## src/pkg/tpc_pkg.sv

```systemverilog
// constants for the timer with compare/capture/pwm channels
// assumes one bus clock, byte-wide registers on aligned 32-bit words
// Operation
// - up mode counts zero to terminal count, then wraps to zero.
// - centered mode counts up to terminal, down to zero; ends last one tick.
// - centered mode sets wrap flag when stepping down from terminal count.
// - any counter byte write zeroes the counter and its read latch.
// - with centering off each channel picks capture, compare or edge pwm.
// - capture copies counter to channel value on selected pin edge.
// - channel value bytes ignore writes while in capture mode.
// - reading one value byte buffers the other; status write resets it.
// - capture sets channel flag; flag with enable raises interrupt.
// - during debug halt capture still works with frozen counter.
// - compare match sets, clears or toggles pin and sets flag.
// - compare value loads after both bytes: at once if stopped, else next tick.
// - edge pwm period is modulus plus one ticks, duty from channel value.
// - edge pwm: wrap drives active, match inactive; polarity bit inverts.
// - edge pwm value zero gives 0%, above modulus gives 100%.
// - pwm value loads when counter steps from terminal minus one to terminal.
// - centered pwm pulse is twice value, period twice modulus.
// - centered pwm value zero or negative gives 0%; above modulus 100%.
// - centered pwm: up match drives low, down match high; polarity inverts.
// - status writes discard pending modulus or channel value byte writes.
// - reset clears control: clock off, all channels capture, pins released.
// - clock select: off, bus clock, fixed clock, external pin; counter kept.
// - free running up mode sets wrap flag passing maximum to zero.
// - flag clears by read while set then write zero; new event keeps it.
package tpc_pkg;
    localparam int TPC_NCH = 2;
    // word indexes, byte address is four times the index
    localparam logic [5:0] IDX_SC = 6'h00;
    localparam logic [5:0] IDX_CNTH = 6'h01;
    localparam logic [5:0] IDX_CNTL = 6'h02;
    localparam logic [5:0] IDX_MODH = 6'h03;
    localparam logic [5:0] IDX_MODL = 6'h04;
    localparam logic [5:0] IDX_CH0 = 6'h05;
    localparam int CH_STRIDE = 3;
    localparam logic [5:0] IDX_NONE = 6'h3F;
    localparam logic [23:0] ADDR_HI_ZERO = 24'h000000;
    // timer status/control fields
    localparam int SC_FLAG = 7;
    localparam int SC_IE = 6;
    localparam int SC_CENTER_ALIGN_SELECT = 5;
    localparam int SC_CLKS = 3;
    // channel status/control fields
    localparam int CH_FLAG = 7;
    localparam int CH_IE = 6;
    localparam int CH_MSB = 5;
    localparam int CH_MSA = 4;
    localparam int CH_ELSB = 3;
    localparam int CH_ELSA = 2;
    localparam logic [1:0] CLK_OFF = 2'h0;
    localparam logic [1:0] CLK_BUS = 2'h1;
    localparam logic [1:0] CLK_FIX = 2'h2;
    localparam logic [1:0] CLK_EXT = 2'h3;
    localparam logic [1:0] ELS_RISE = 2'h1;
    localparam logic [1:0] ELS_FALL = 2'h2;
    localparam logic [1:0] ELS_ANY = 2'h3;
    localparam logic [15:0] CNT_ZERO = 16'h0000;
    localparam logic [15:0] CNT_ONE = 16'h0001;
    localparam logic [15:0] CNT_MAX = 16'hFFFF;
    localparam logic [7:0] BYTE_ZERO = 8'h00;
    typedef enum logic [1:0] {TPC_CAP, TPC_OC, TPC_EDGE_PWM, TPC_CENTERED_PWM} tpc_mode_e;
    function automatic logic [5:0] tpc_ch_idx(input int c, input int s);
        return 6'(int'(IDX_CH0) + CH_STRIDE * c + s);
    endfunction
endpackage

```

## src/design/tpc_sync.sv

```systemverilog
// two-flop synchroniser bank for pin inputs
// assumes inputs are asynchronous to hclk
module tpc_sync import tpc_pkg::*; #(
    parameter int W = 1
) (
    // clock and reset
    input wire logic hclk,
    input wire logic hresetn,
    // async in, synced out
    input wire logic [W-1:0] d,
    output logic [W-1:0] q
);
    typedef struct packed {
        logic [W-1:0] s1;
        logic [W-1:0] s2;
    } tpc_sync_s;
    tpc_sync_s st_ff;
    tpc_sync_s nxt_st;
    always_comb begin
        nxt_st.s1 = d;
        nxt_st.s2 = st_ff.s1;
    end
    always_ff @(posedge hclk or negedge hresetn) begin
        if (!hresetn) begin
            st_ff <= '0;
        end else begin
            st_ff <= nxt_st;
        end
    end
    assign q = st_ff.s2;
endmodule

```

## src/design/tpc_timer.sv

```systemverilog
// timer with capture/compare/pwm channels behind an AHB-Lite slave
// assumes byte registers in aligned words; pins pass the sync bank first
//
// Our own choices: the placing of the registers and the AHB-Lite slave port.
module tpc_timer import tpc_pkg::*; (
    // clock and reset
    input wire logic hclk,
    input wire logic hresetn,
    // ahb-lite slave
    input wire logic hsel,
    input wire logic [31:0] haddr,
    input wire logic [1:0] htrans,
    input wire logic hwrite,
    input wire logic [2:0] hsize,
    input wire logic [31:0] hwdata,
    input wire logic hready,
    output logic [31:0] hrdata,
    output logic hreadyout,
    output logic hresp,
    // counting sources and debug
    input wire logic fix_clk_tick,
    input wire logic ext_clk_pin,
    input wire logic debug_halt_mode,
    // channel pins
    input wire logic [TPC_NCH-1:0] ch_pin_in,
    output logic [TPC_NCH-1:0] ch_pin_out,
    output logic [TPC_NCH-1:0] ch_pin_oe,
    // interrupt requests
    output logic wrap_irq,
    output logic [TPC_NCH-1:0] ch_irq
);
    localparam int N = TPC_NCH;
    typedef struct packed {
        logic hrdy;
        logic [7:0] rdata;
        logic wr_pend;
        logic [5:0] wr_idx;
        logic counter_wrap_flag;
        logic tof_arm;
        logic wrap_irq_enable;
        logic center_align_select;
        logic [1:0] clks;
        logic [15:0] cnt;
        logic down;
        logic clat;
        logic [7:0] cbuf;
        logic [15:0] modv;
        logic [15:0] mbuf;
        logic mph;
        logic mpl;
        logic ext_prev;
        logic [N-1:0] pin_prev;
        logic [N-1:0] flag;
        logic [N-1:0] arm;
        logic [N-1:0] ie;
        logic [N-1:0] msb;
        logic [N-1:0] msa;
        logic [N-1:0] elsb;
        logic [N-1:0] elsa;
        logic [N-1:0] vph;
        logic [N-1:0] vpl;
        logic [N-1:0] rlat;
        logic [N-1:0] pout;
        logic [N-1:0] poe;
        logic [N-1:0] cirq;
        logic [N-1:0][15:0] cv;
        logic [N-1:0][15:0] vbuf;
        logic [N-1:0][7:0] rbuf;
        logic wirq;
    } tpc_state_s;
    tpc_state_s st_ff;
    tpc_state_s nxt_st;

    logic [N:0] sync_q;
    logic addr_ph;
    logic a_map;
    logic [5:0] a_idx;
    logic rd_en;
    logic wr_en;
    logic [7:0] wdat;
    logic [7:0] rd_val;
    logic src;
    logic tick;
    logic [15:0] term;
    logic [15:0] term_m1;
    logic at_term;
    logic [15:0] cnt_step;
    logic step_up;
    logic wrap_ev;
    logic pwm_load;
    logic wr_cnt;
    logic [N-1:0] wr_csc;
    logic [N-1:0] wr_cvh;
    logic [N-1:0] wr_cvl;
    logic [N-1:0] rd_csc;
    logic [N-1:0] rd_cvh;
    logic [N-1:0] rd_cvl;
    logic [N-1:0] cap_ev;
    logic [N-1:0] match_ev;
    logic [N-1:0] load_ok;
    tpc_mode_e mode [N];

    tpc_sync #(.W(N + 1)) u_sync (
        .hclk(hclk),
        .hresetn(hresetn),
        .d({ext_clk_pin, ch_pin_in}),
        .q(sync_q)
    );

    // bus decode; writes take one wait state so a following read sees them
    assign addr_ph = hsel & htrans[1] & hready;
    assign a_idx = haddr[7:2];
    assign a_map = (haddr[31:8] == ADDR_HI_ZERO) && (a_idx <= tpc_ch_idx(N - 1, 2));
    assign rd_en = addr_ph & ~hwrite & a_map;
    assign wr_en = st_ff.wr_pend;
    assign wdat = hwdata[7:0];
    assign wr_cnt = wr_en && (st_ff.wr_idx == IDX_CNTH || st_ff.wr_idx == IDX_CNTL);

    // counting source, frozen in debug halt
    always_comb begin
        case (st_ff.clks)
            CLK_BUS: src = 1'b1;
            CLK_FIX: src = fix_clk_tick;
            CLK_EXT: src = sync_q[N] & ~st_ff.ext_prev;
            default: src = 1'b0;
        endcase
    end
    assign tick = src & ~debug_halt_mode;
    assign term = (st_ff.modv == CNT_ZERO) ? CNT_MAX : st_ff.modv;
    assign term_m1 = term - CNT_ONE;
    assign at_term = st_ff.cnt == term;
    assign cnt_step = ~st_ff.center_align_select ? (at_term ? CNT_ZERO : st_ff.cnt + CNT_ONE) :
        (~st_ff.down ? (at_term ? term_m1 : st_ff.cnt + CNT_ONE) :
        (st_ff.cnt == CNT_ZERO ? CNT_ONE : st_ff.cnt - CNT_ONE));
    assign step_up = cnt_step > st_ff.cnt;
    assign wrap_ev = tick & at_term & (~st_ff.center_align_select | ~st_ff.down) & ~wr_cnt;
    assign pwm_load = tick && st_ff.cnt == term_m1 && cnt_step == term;

    // per-channel decode and events
    always_comb begin
        for (int c = 0; c < N; c++) begin
            if (st_ff.center_align_select) begin
                mode[c] = TPC_CENTERED_PWM;
            end else if (st_ff.msb[c]) begin
                mode[c] = TPC_EDGE_PWM;
            end else if (st_ff.msa[c]) begin
                mode[c] = TPC_OC;
            end else begin
                mode[c] = TPC_CAP;
            end
            wr_csc[c] = wr_en && st_ff.wr_idx == tpc_ch_idx(c, 0);
            wr_cvh[c] = wr_en && st_ff.wr_idx == tpc_ch_idx(c, 1);
            wr_cvl[c] = wr_en && st_ff.wr_idx == tpc_ch_idx(c, 2);
            rd_csc[c] = rd_en && a_idx == tpc_ch_idx(c, 0);
            rd_cvh[c] = rd_en && a_idx == tpc_ch_idx(c, 1);
            rd_cvl[c] = rd_en && a_idx == tpc_ch_idx(c, 2);
            case ({st_ff.elsb[c], st_ff.elsa[c]})
                ELS_RISE: cap_ev[c] = sync_q[c] & ~st_ff.pin_prev[c];
                ELS_FALL: cap_ev[c] = ~sync_q[c] & st_ff.pin_prev[c];
                ELS_ANY: cap_ev[c] = sync_q[c] ^ st_ff.pin_prev[c];
                default: cap_ev[c] = 1'b0;
            endcase
            cap_ev[c] = cap_ev[c] & (mode[c] == TPC_CAP);
            match_ev[c] = tick && !wr_cnt && mode[c] != TPC_CAP && cnt_step == st_ff.cv[c];
            case (mode[c])
                TPC_OC: load_ok[c] = st_ff.clks == CLK_OFF || tick;
                TPC_EDGE_PWM, TPC_CENTERED_PWM: load_ok[c] = st_ff.clks == CLK_OFF || pwm_load;
                default: load_ok[c] = st_ff.clks == CLK_OFF;
            endcase
        end
    end

    // read mux; a buffered half is returned unless debug halt freezes the latch
    always_comb begin
        rd_val = BYTE_ZERO;
        case (a_idx)
            IDX_SC: begin
                rd_val[SC_FLAG] = st_ff.counter_wrap_flag;
                rd_val[SC_IE] = st_ff.wrap_irq_enable;
                rd_val[SC_CENTER_ALIGN_SELECT] = st_ff.center_align_select;
                rd_val[SC_CLKS +: 2] = st_ff.clks;
            end
            IDX_CNTH: rd_val = (st_ff.clat && !debug_halt_mode) ? st_ff.cbuf : st_ff.cnt[15:8];
            IDX_CNTL: rd_val = (st_ff.clat && !debug_halt_mode) ? st_ff.cbuf : st_ff.cnt[7:0];
            IDX_MODH: rd_val = st_ff.modv[15:8];
            IDX_MODL: rd_val = st_ff.modv[7:0];
            default: rd_val = BYTE_ZERO;
        endcase
        for (int c = 0; c < N; c++) begin
            if (a_idx == tpc_ch_idx(c, 0)) begin
                rd_val[CH_FLAG] = st_ff.flag[c];
                rd_val[CH_IE] = st_ff.ie[c];
                rd_val[CH_MSB] = st_ff.msb[c];
                rd_val[CH_MSA] = st_ff.msa[c];
                rd_val[CH_ELSB] = st_ff.elsb[c];
                rd_val[CH_ELSA] = st_ff.elsa[c];
            end else if (a_idx == tpc_ch_idx(c, 1)) begin
                rd_val = (st_ff.rlat[c] && !debug_halt_mode) ? st_ff.rbuf[c] : st_ff.cv[c][15:8];
            end else if (a_idx == tpc_ch_idx(c, 2)) begin
                rd_val = (st_ff.rlat[c] && !debug_halt_mode) ? st_ff.rbuf[c] : st_ff.cv[c][7:0];
            end
        end
        if (!a_map) begin
            rd_val = BYTE_ZERO;
        end
    end

    always_comb begin
        nxt_st = st_ff;
        nxt_st.hrdy = 1'b1;
        nxt_st.wr_pend = 1'b0;
        nxt_st.ext_prev = sync_q[N];
        nxt_st.pin_prev = sync_q[N-1:0];
        if (addr_ph) begin
            nxt_st.wr_pend = hwrite;
            nxt_st.hrdy = ~hwrite;
            nxt_st.wr_idx = a_map ? a_idx : IDX_NONE;
            if (!hwrite) begin
                nxt_st.rdata = rd_val;
            end
        end
        // timer status/control
        if (rd_en && a_idx == IDX_SC && st_ff.counter_wrap_flag) begin
            nxt_st.tof_arm = 1'b1;
        end
        if (wr_en && st_ff.wr_idx == IDX_SC) begin
            if (!hwdata[SC_FLAG] && st_ff.tof_arm) begin
                nxt_st.counter_wrap_flag = 1'b0;
                nxt_st.tof_arm = 1'b0;
            end
            nxt_st.wrap_irq_enable = hwdata[SC_IE];
            nxt_st.center_align_select = hwdata[SC_CENTER_ALIGN_SELECT];
            nxt_st.clks = hwdata[SC_CLKS +: 2];
            nxt_st.mph = 1'b0;
            nxt_st.mpl = 1'b0;
        end
        // counter and its read coherency
        if (tick) begin
            nxt_st.cnt = cnt_step;
            nxt_st.down = st_ff.center_align_select & ~step_up;
        end
        if (rd_en && (a_idx == IDX_CNTH || a_idx == IDX_CNTL) && !debug_halt_mode) begin
            nxt_st.clat = ~st_ff.clat;
            nxt_st.cbuf = (a_idx == IDX_CNTH) ? st_ff.cnt[7:0] : st_ff.cnt[15:8];
        end
        if (wr_cnt) begin
            nxt_st.cnt = CNT_ZERO;
            nxt_st.down = 1'b0;
            nxt_st.clat = 1'b0;
        end
        if (wrap_ev) begin
            nxt_st.counter_wrap_flag = 1'b1;
            nxt_st.tof_arm = 1'b0;
        end
        // modulus, buffered until both halves are written
        if (st_ff.mph && st_ff.mpl && (st_ff.clks == CLK_OFF || tick)) begin
            nxt_st.modv = st_ff.mbuf;
            nxt_st.mph = 1'b0;
            nxt_st.mpl = 1'b0;
        end
        if (wr_en && st_ff.wr_idx == IDX_MODH) begin
            nxt_st.mbuf[15:8] = wdat;
            nxt_st.mph = 1'b1;
        end
        if (wr_en && st_ff.wr_idx == IDX_MODL) begin
            nxt_st.mbuf[7:0] = wdat;
            nxt_st.mpl = 1'b1;
        end
        for (int c = 0; c < N; c++) begin
            if (st_ff.vph[c] && st_ff.vpl[c] && load_ok[c]) begin
                nxt_st.cv[c] = st_ff.vbuf[c];
                nxt_st.vph[c] = 1'b0;
                nxt_st.vpl[c] = 1'b0;
            end
            // debug halt bypasses the buffer so the sequence in flight survives
            if (mode[c] != TPC_CAP) begin
                if (wr_cvh[c] && debug_halt_mode) begin
                    nxt_st.cv[c][15:8] = wdat;
                end else if (wr_cvh[c]) begin
                    nxt_st.vbuf[c][15:8] = wdat;
                    nxt_st.vph[c] = 1'b1;
                end
                if (wr_cvl[c] && debug_halt_mode) begin
                    nxt_st.cv[c][7:0] = wdat;
                end else if (wr_cvl[c]) begin
                    nxt_st.vbuf[c][7:0] = wdat;
                    nxt_st.vpl[c] = 1'b1;
                end
            end
            if ((rd_cvh[c] || rd_cvl[c]) && !debug_halt_mode) begin
                nxt_st.rlat[c] = ~st_ff.rlat[c];
                nxt_st.rbuf[c] = rd_cvh[c] ? st_ff.cv[c][7:0] : st_ff.cv[c][15:8];
            end
            if (rd_csc[c] && st_ff.flag[c]) begin
                nxt_st.arm[c] = 1'b1;
            end
            if (wr_csc[c]) begin
                if (!hwdata[CH_FLAG] && st_ff.arm[c]) begin
                    nxt_st.flag[c] = 1'b0;
                    nxt_st.arm[c] = 1'b0;
                end
                nxt_st.ie[c] = hwdata[CH_IE];
                nxt_st.msb[c] = hwdata[CH_MSB];
                nxt_st.msa[c] = hwdata[CH_MSA];
                nxt_st.elsb[c] = hwdata[CH_ELSB];
                nxt_st.elsa[c] = hwdata[CH_ELSA];
                nxt_st.vph[c] = 1'b0;
                nxt_st.vpl[c] = 1'b0;
                nxt_st.rlat[c] = 1'b0;
            end
            if (cap_ev[c]) begin
                nxt_st.cv[c] = st_ff.cnt;
            end
            if (cap_ev[c] || match_ev[c]) begin
                nxt_st.flag[c] = 1'b1;
                nxt_st.arm[c] = 1'b0;
            end
            // pin drive
            nxt_st.poe[c] = (mode[c] != TPC_CAP) && (st_ff.elsb[c] || st_ff.elsa[c]);
            case (mode[c])
                TPC_OC: begin
                    if (match_ev[c]) begin
                        case ({st_ff.elsb[c], st_ff.elsa[c]})
                            ELS_RISE: nxt_st.pout[c] = ~st_ff.pout[c];
                            ELS_FALL: nxt_st.pout[c] = 1'b0;
                            ELS_ANY: nxt_st.pout[c] = 1'b1;
                            default: nxt_st.pout[c] = st_ff.pout[c];
                        endcase
                    end
                end
                TPC_EDGE_PWM: begin
                    if (match_ev[c]) begin
                        nxt_st.pout[c] = st_ff.elsa[c];
                    end else if (wrap_ev) begin
                        nxt_st.pout[c] = ~st_ff.elsa[c];
                    end
                end
                TPC_CENTERED_PWM: begin
                    if (st_ff.cv[c] == CNT_ZERO || st_ff.cv[c][15]) begin
                        nxt_st.pout[c] = st_ff.elsa[c];
                    end else if (st_ff.cv[c] > term) begin
                        nxt_st.pout[c] = ~st_ff.elsa[c];
                    end else if (match_ev[c]) begin
                        nxt_st.pout[c] = step_up ? st_ff.elsa[c] : ~st_ff.elsa[c];
                    end
                end
                default: nxt_st.pout[c] = 1'b0;
            endcase
            nxt_st.cirq[c] = nxt_st.flag[c] & nxt_st.ie[c];
        end
        nxt_st.wirq = nxt_st.counter_wrap_flag & nxt_st.wrap_irq_enable;
    end

    always_ff @(posedge hclk or negedge hresetn) begin
        if (!hresetn) begin
            st_ff <= '0;
            st_ff.hrdy <= 1'b1;
        end else begin
            st_ff <= nxt_st;
        end
    end

    assign hrdata = {24'h000000, st_ff.rdata};
    assign hreadyout = st_ff.hrdy;
    assign hresp = 1'b0;
    assign ch_pin_out = st_ff.pout;
    assign ch_pin_oe = st_ff.poe;
    assign wrap_irq = st_ff.wirq;
    assign ch_irq = st_ff.cirq;
endmodule

```

## config.mk

```make
export PLATFORM = sky130hd
export DESIGN_NAME = tpc_timer
export DESIGN_NICKNAME = d
export VERILOG_FILES = /design/src/pkg/tpc_pkg.sv /design/src/design/tpc_sync.sv /design/src/design/tpc_timer.sv
export SDC_FILE = /design/constraint.sdc
export NUM_CORES = 1
export LEC_CHECK = 0
export ABC_AREA = 1
export BUFFER_PORTS_ARGS = -buffer_cell sky130_fd_sc_hd__buf_2
export CORE_MARGIN = 1
export CORE_UTILIZATION = 40
export DETAILED_ROUTE_END_ITERATION = 6
export PLACE_DENSITY = 0.59
export SLEW_MARGIN = 0
export SYNTH_ARGS = -nofsm -noshare
export SYNTH_HDL_FRONTEND = slang
export SYNTH_SLANG_ARGS = --single-unit
```

## constraint.sdc

```tcl
create_clock -name hclk -period 5.7 [get_ports hclk]
set_input_delay 0.57 -clock hclk [delete_from_list [all_inputs] [get_ports hclk]]
set_output_delay 0.57 -clock hclk [all_outputs]
set_load 0.02 [all_outputs]
```

==> flow_summary.json, run 1 <==
{
  "instances_no_fill": 2695,
  "drive_gt1_share_pct": 8.82,
  "status": "finished, violations left",
  "track_usage_pct": 33.3,
  "postPlaceCellArea_mm2": 0.0153,
  "cts_setup_buffers": 0,
  "placed_cells": 2663,
  "root_buffer": "clkbuf_16",
  "wl_per_cell_um": 22.4,
  "synth_edf_count": 0,
  "start_util_pct": 40.8,
  "fp.dieW_um": 193,
  "drv_slew": 0,
  "drtPass1Iterations": 7,
  "synthFlopType": "dfrtp_1",
  "powerDensity_mw_per_mm2": 365,
  "p_int_mw": 3.01,
  "clk_path_buf_depth": 2,
  "cts_tree": "yes",
  "grt_max_degree": 83,
  "critical_path_class": "reg -> reg",
  "max-vdd-ir-drop_mv": 0.261,
  "p_total_mw": 5.80,
  "die_h_um": 193,
  "p_clk_share_pct": 22.7,
  "synth_area_leaders": "dfrtp_1 (34%), nand2_1 (17%), o21ai_0 (7.7%)",
  "hold_class": "in -> async",
  "ioPinCount": 120,
  "ant_nets": 0,
  "grt_pass1_wl_mm": 89.4,
  "power_frac_seq_pct": 28.4,
  "final_area_mm2": 0.0159,
  "postLayoutCoreUtil_pct": 44.5,
  "drt_iter0_drc": 2047,
  "clk_pin_slew_ps": 90,
  "switching_share_pct": 48.1,
  "end_kind": "flop",
  "syn_avg_cell_area_um2": 6.68,
  "numCtsBuffers": 17,
  "clk_latency_ps": 470,
  "gp_congestion": 1.07,
  "die-area_mm2": 0.0372,
  "critPathMaxStageDelay_ps": 460,
  "cp.required_ps": 6070,
  "cp-start-kind": "flop",
  "setup_tns_ps": 0,
  "async_reset_ff_share_pct": 100,
  "max_freq_ghz": 0.199,
  "port_buffers": 64,
  "ys_ff_latch": 198,
  "syn_to_final_growth_pct": 8.95,
  "worstPathArrival_ps": 5390,
  "fin_skew_ps": 15.0,
  "cp_max_fo": 32,
  "multi_input_area_mm2": 0.00809,
  "first_global_vias": 14200,
  "crit_top_cell": "nand2_1",
  "drcViolationCount": 4,
  "tightest_slew_ps": 1230,
  "ys_seq_area_share_pct": 34.0,
  "failed_checks": "DRC",
  "crit_slowest_cell": "dfrtp_1",
  "synth.most_common_cell": "nand2_1",
  "cellLeakagePower_nw": 7.93,
  "via_per_inst": 5.73,
  "maxSlewHeadroom_pct": 18.2,
  "n_antenna_cell": 0,
  "synth_cell_types": 53,
  "drv_cap": 0,
  "h-tree-depth": 4,
  "finalHoldViolCount": 0,
  "switchingPower_mw": 2.79,
  "antenna_found_initial": 1,
  "synth_top_area_share_pct": 33.8,
  "coreArea_mm2": 0.0357,
  "comb_power_share_pct": 48.9,
  "timing.final.crit_share_pct": 88.2,
  "cts_sinks": 198,
  "cts_hold_buf": 0,
  "globalRouteOverflowTotal": 0,
  "num-nets-final": 2348,
  "finalSetupViolCount": 0,
  "synthTopCellsByCount": "nand2_1 (644), inv_1 (256), o21ai_0 (224)",
  "period_needed_ps": 5030,
  "synth_area_mm2": 0.0146,
  "dp_hpwl_mm": 45.7,
  "synth_largest_area_cell": "dfrtp_1",
  "vias": 15400,
  "rsz0062_at_grt": "no",
  "seqCellArea_mm2": 0.00496,
  "routed_wl_mm": 60.3,
  "rows": 69,
  "yosysWarnings": 0,
  "postSynthCellCount": 2185,
  "cts_resized": 0,
  "fillCellCount": 3800
}
## final cells by class
| cell class | instances | share of cell area, % |
|---|---|---|
| Multi-Input combinational cell | 1631 | 50.9 |
| Tap cell | 461 | 3.63 |
| Clock buffer | 17 | 2.68 |
| Inverter | 268 | 6.33 |
| Sequential cell | 198 | 31.2 |
| Timing Repair Buffer | 105 | 4.09 |
| Clock inverter | 15 | 1.20 |
## cell families (layout without fill, tap and decap cells)
group | Yosys count | in the layout | share of synthesized area [%]
AO/OA/AOI/OAI | 375 | 375 | 14.5
XOR/XNOR | 37 | 37 | 2.22
adder cells (fa/ha/maj) | 48 | 48 | 4.12
buffers and inverters | 380 | 405 | 11.2
flip-flops | 198 | 198 | 34.0
other | 1 | 25 | 0.0257
AND/OR/NAND/NOR | 1146 | 1146 | 34.0
## power groups by stage
stage | sequential (mW) | clock (mW) | combinational [mW]
floorplan | 1.58 | 0 | 1.69
global placement | 1.67 | 0 | 2.69
detailed placement | 1.67 | 0 | 2.72
CTS | 1.64 | 1.33 | 2.73
global route | 1.66 | 1.38 | 3.06
finish | 1.65 | 1.32 | 2.84
## placed cells by master, fill, tap and decap left out, types with 5 or more instances in the layout
| master | count |
|---|---|
| clkinv_1 | 9 |
| buf_2 | 63 |
| xor2_1 | 31 |
| nor4_1 | 15 |
| o22ai_1 | 21 |
| o221ai_1 | 6 |
| nand2_4 | 6 |
| o211ai_1 | 28 |
| xnor2_1 | 6 |
| a22oi_1 | 9 |
| nand3_1 | 197 |
| inv_1 | 256 |
| nand2_2 | 22 |
| nor3_1 | 20 |
| a21oi_1 | 55 |
| buf_4 | 40 |
| nand2_1 | 644 |
| nor2_1 | 187 |
| ha_1 | 48 |
| dfrtp_1 | 197 |
| nand4_1 | 21 |
| o21ai_0 | 224 |
| a31oi_1 | 9 |
| a211oi_1 | 5 |
| nor2_4 | 6 |
| nand3_2 | 5 |
| clkbuf_16 | 17 |
| conb_1 | 25 |
## stage by stage
stage,hold slack [ps],worst slack [ps]
after floorplan,274,2170
after global placement,332,925
after detailed placement,340,865
after CTS,170,843
after global routing,195,386
final,137,672
## state kept, by name, summed over array words and instances (netlist names)
name,cells
u_sync.nxt_st,3
ch_pin_oe,2
ch_pin_out,2
hreadyout,1
st_ff,175
wrap_irq,1
wr_en,1
u_sync.q,3
hrdata,8
ch_irq,2
## worst max-delay path: cells and delay by family, from the launching register on
family | cells | cell delay (ps)
and+or+nand+nor | 18 | 2240
AOI/OAI and AO/OA | 5 | 1010
buffers and inverters | 4 | 840
adders and majority gates | 1 | 370
DFF | 1 | 460
## per-layer routing
layer  up-vias  wire length, um  track usage [%]
li1       7133                -                -
met1      7301            25000             44.7
met2       805            25900             49.9
met3       191             5550             6.12
met4         0             3820             20.0
met5         -                0                0
## path summary, 6_finish.rpt
| path | start | to | slack [ps] | cells after the start |
|---|---|---|---|---|
| worst max-delay path | st_ff[136] | ch_pin_out[0] | 670 | 28 |
| worst min-delay path | hresetn | st_ff[169] | 140 | 1 |
| worst max register to register | st_ff[136] | ch_pin_out[0] | 670 | 28 |
| worst min register to register | u_sync.nxt_st[1] | u_sync.q[1] | 360 | 0 |
| max in group asynchronous | hresetn | st_ff[75] | 4290 | 2 |
| min in group hclk | ext_clk_pin | u_sync.nxt_st[2] | 210 | 1 |
(Power assumes the default switching activity.)
==> run 2, diff against run 1 <==
--- a/config.mk
+++ b/config.mk
@@ -10,6 +10,7 @@
 export CORE_MARGIN = 1
 export CORE_UTILIZATION = 40
 export DETAILED_ROUTE_END_ITERATION = 6
+export MAX_ROUTING_LAYER = met4
 export PLACE_DENSITY = 0.59
 export SLEW_MARGIN = 0
 export SYNTH_ARGS = -nofsm -noshare
==> run 2 against run 1 <==
Effect of this change: the flow now finishes without violations; combinational power about the same; critical path depth rose by 3; worst hold slack better by 53 ps; flip-flop and latch count stayed put; fmax up 0.67%; register-to-register slack better by 30 ps; cell area is 0.24% lower; setup slack gained 34 ps; count of clock-buffer cells in the layout grew 3; global-route usage grew 2.7 points; first-iteration DRC count down 23%; largest cell class unchanged; highest routed layer unchanged.
==> flow_summary.json, run 2 (synthesis gave the netlist of run 1 again) <==
{
  "p_clk_share_pct": 21.9,
  "antenna_found_initial": 0,
  "largest_register_ffs": 175,
  "max-vdd-ir-drop_mv": 0.203,
  "p_int_mw": 2.99,
  "cts_hold_buf": 0,
  "track_usage_pct": 36.0,
  "cp.required_ps": 6110,
  "root_buffer": "clkbuf_16",
  "h-tree-depth": 4,
  "grt_pass1_wl_mm": 92.8,
  "powerDensity_mw_per_mm2": 368,
  "rsz0062_at_grt": "no",
  "switchingPower_mw": 2.84,
  "globalRouteOverflowTotal": 0,
  "tightest_slew_ps": 1270,
  "die-area_mm2": 0.0372,
  "via_per_inst": 5.66,
  "placed_cells": 2662,
  "rrSetupSlack_ps": 710,
  "die_h_um": 193,
  "reg2reg_depth": 31,
  "layout_commonest_cell": "nand2_1",
  "fp.dieW_um": 193,
  "period_needed_ps": 4990,
  "n_antenna_cell": 0,
  "instances_no_fill": 2693,
  "coreArea_mm2": 0.0357,
  "finalHoldViolCount": 0,
  "drv_cap": 0,
  "cts_sinks": 198,
  "first_global_vias": 14300,
  "switching_share_pct": 48.8,
  "met3_usage_pct": 5.92,
  "rows": 69,
  "wl_per_cell_um": 23.4,
  "cts_resized": 0,
  "clk_path_buf_depth": 2,
  "grt_max_degree": 108,
  "cts_setup_buffers": 0,
  "setup_tns_ps": 0,
  "r2r_end": "ch_pin_out[0]",
  "timing.final.crit_share_pct": 87.6,
  "grt_use_met2_pct": 54.1,
  "drive_gt1_share_pct": 8.74,
  "clk_latency_ps": 470,
  "clk_pin_slew_ps": 90,
  "routed_wl_mm": 63.1,
  "numCtsBuffers": 17,
  "vias": 15200,
  "start_util_pct": 40.8,
  "drt_iter0_drc": 1568,
  "top_register": "st_ff",
  "status": "completed",
  "fillCellCount": 3806,
  "multi_input_area_mm2": 0.00809,
  "cp_max_fo": 19,
  "holdWs_ps": 190,
  "max_freq_ghz": 0.200,
  "hold_class": "in -> async",
  "cp-start-kind": "flop",
  "final_cell_mix": "nand2_1 (644), inv_1 (256), o21ai_0 (224)",
  "comb_power_share_pct": 49.0,
  "ioPinCount": 120,
  "ant_nets": 0,
  "syn_to_final_growth_pct": 8.68,
  "cts_tree": "yes",
  "fin_skew_ps": 17.1,
  "power_frac_seq_pct": 29.1,
  "cellLeakagePower_nw": 7.93,
  "critPathMaxStageDelay_ps": 560,
  "gp_congestion": 1.10,
  "end_kind": "flop",
  "critical_path_class": "reg -> reg",
  "maxSlewHeadroom_pct": 15.0,
  "drcViolationCount": 0,
  "drv_slew": 0,
  "seqCellArea_mm2": 0.00496,
  "dp_hpwl_mm": 48.0,
  "port_buffers": 64,
  "grt_most_used_layer": "met2",
  "crit_slowest_cell": "a2111oi_0",
  "grt_use_met1_pct": 46.5,
  "num-nets-final": 2347,
  "r2r-start": "st_ff[136]",
  "drtPass1Iterations": 6,
  "finalSetupViolCount": 0,
  "crit_top_cell": "nand2_1",
  "worstPathArrival_ps": 5400
}
## run 2: how the worst max path moves through the flow
stage                    start  depth (start not counted)            end
detailed placement  st_ff[136]                         31  ch_pin_out[0]
floorplan           st_ff[136]                         29  ch_pin_out[0]
CTS                 st_ff[136]                         31  ch_pin_out[0]
global placement    st_ff[136]                         30  ch_pin_out[0]
global route        st_ff[136]                         31  ch_pin_out[1]
finish              st_ff[136]                         31  ch_pin_out[0]
## run 2: cell type report
cell class,count,share of cell area (%)
Sequential cell,198,31.3
Tap cell,461,3.64
Inverter,268,6.34
Clock inverter,11,0.742
Multi-Input combinational cell,1631,51.0
Clock buffer,20,2.94
Timing Repair Buffer,104,4.05
## run 2: routing by layer
metal  vias up  part of all wire [%]  wire length [um]
li1       7135                     -                 -
met1      7253                    42             26600
met2       690                    44             27900
met3       171                   7.9              4970
met4         0                   5.7              3570
met5         -                     0                 0
## run 2: metrics by stage
stage / total power, mW / worst slack (ps) / utilization (%) / cell area (um^2)
after detailed placement: 4.49 / 710 / 42.7 / 15300
final: 5.83 / 706 / 44.4 / 15900
after floorplan: 3.28 / 2170 / - / 14700
after CTS: 5.76 / 666 / 44.4 / 15900
after global routing: 6.14 / 308 / 44.4 / 15900
after global placement: 4.47 / 852 / 42.7 / 15300
## run 2: power groups by stage
stage	combinational, mW	sequential (mW)	clock [mW]
CTS	2.78	1.69	1.29
floorplan	1.69	1.58	0
global route	3.11	1.70	1.33
detailed placement	2.77	1.71	0
global placement	2.75	1.71	0
finish	2.86	1.70	1.28
## run 2: worst max-delay path, delay by kind of cell, from the launching register on
family | cells | cell delay, ps
AND/OR/NAND/NOR | 20 | 2330
adder cells (fa/ha/maj) | 1 | 380
buffers and inverters | 5 | 850
AO/OA/AOI/OAI | 5 | 910
flip-flops | 1 | 470
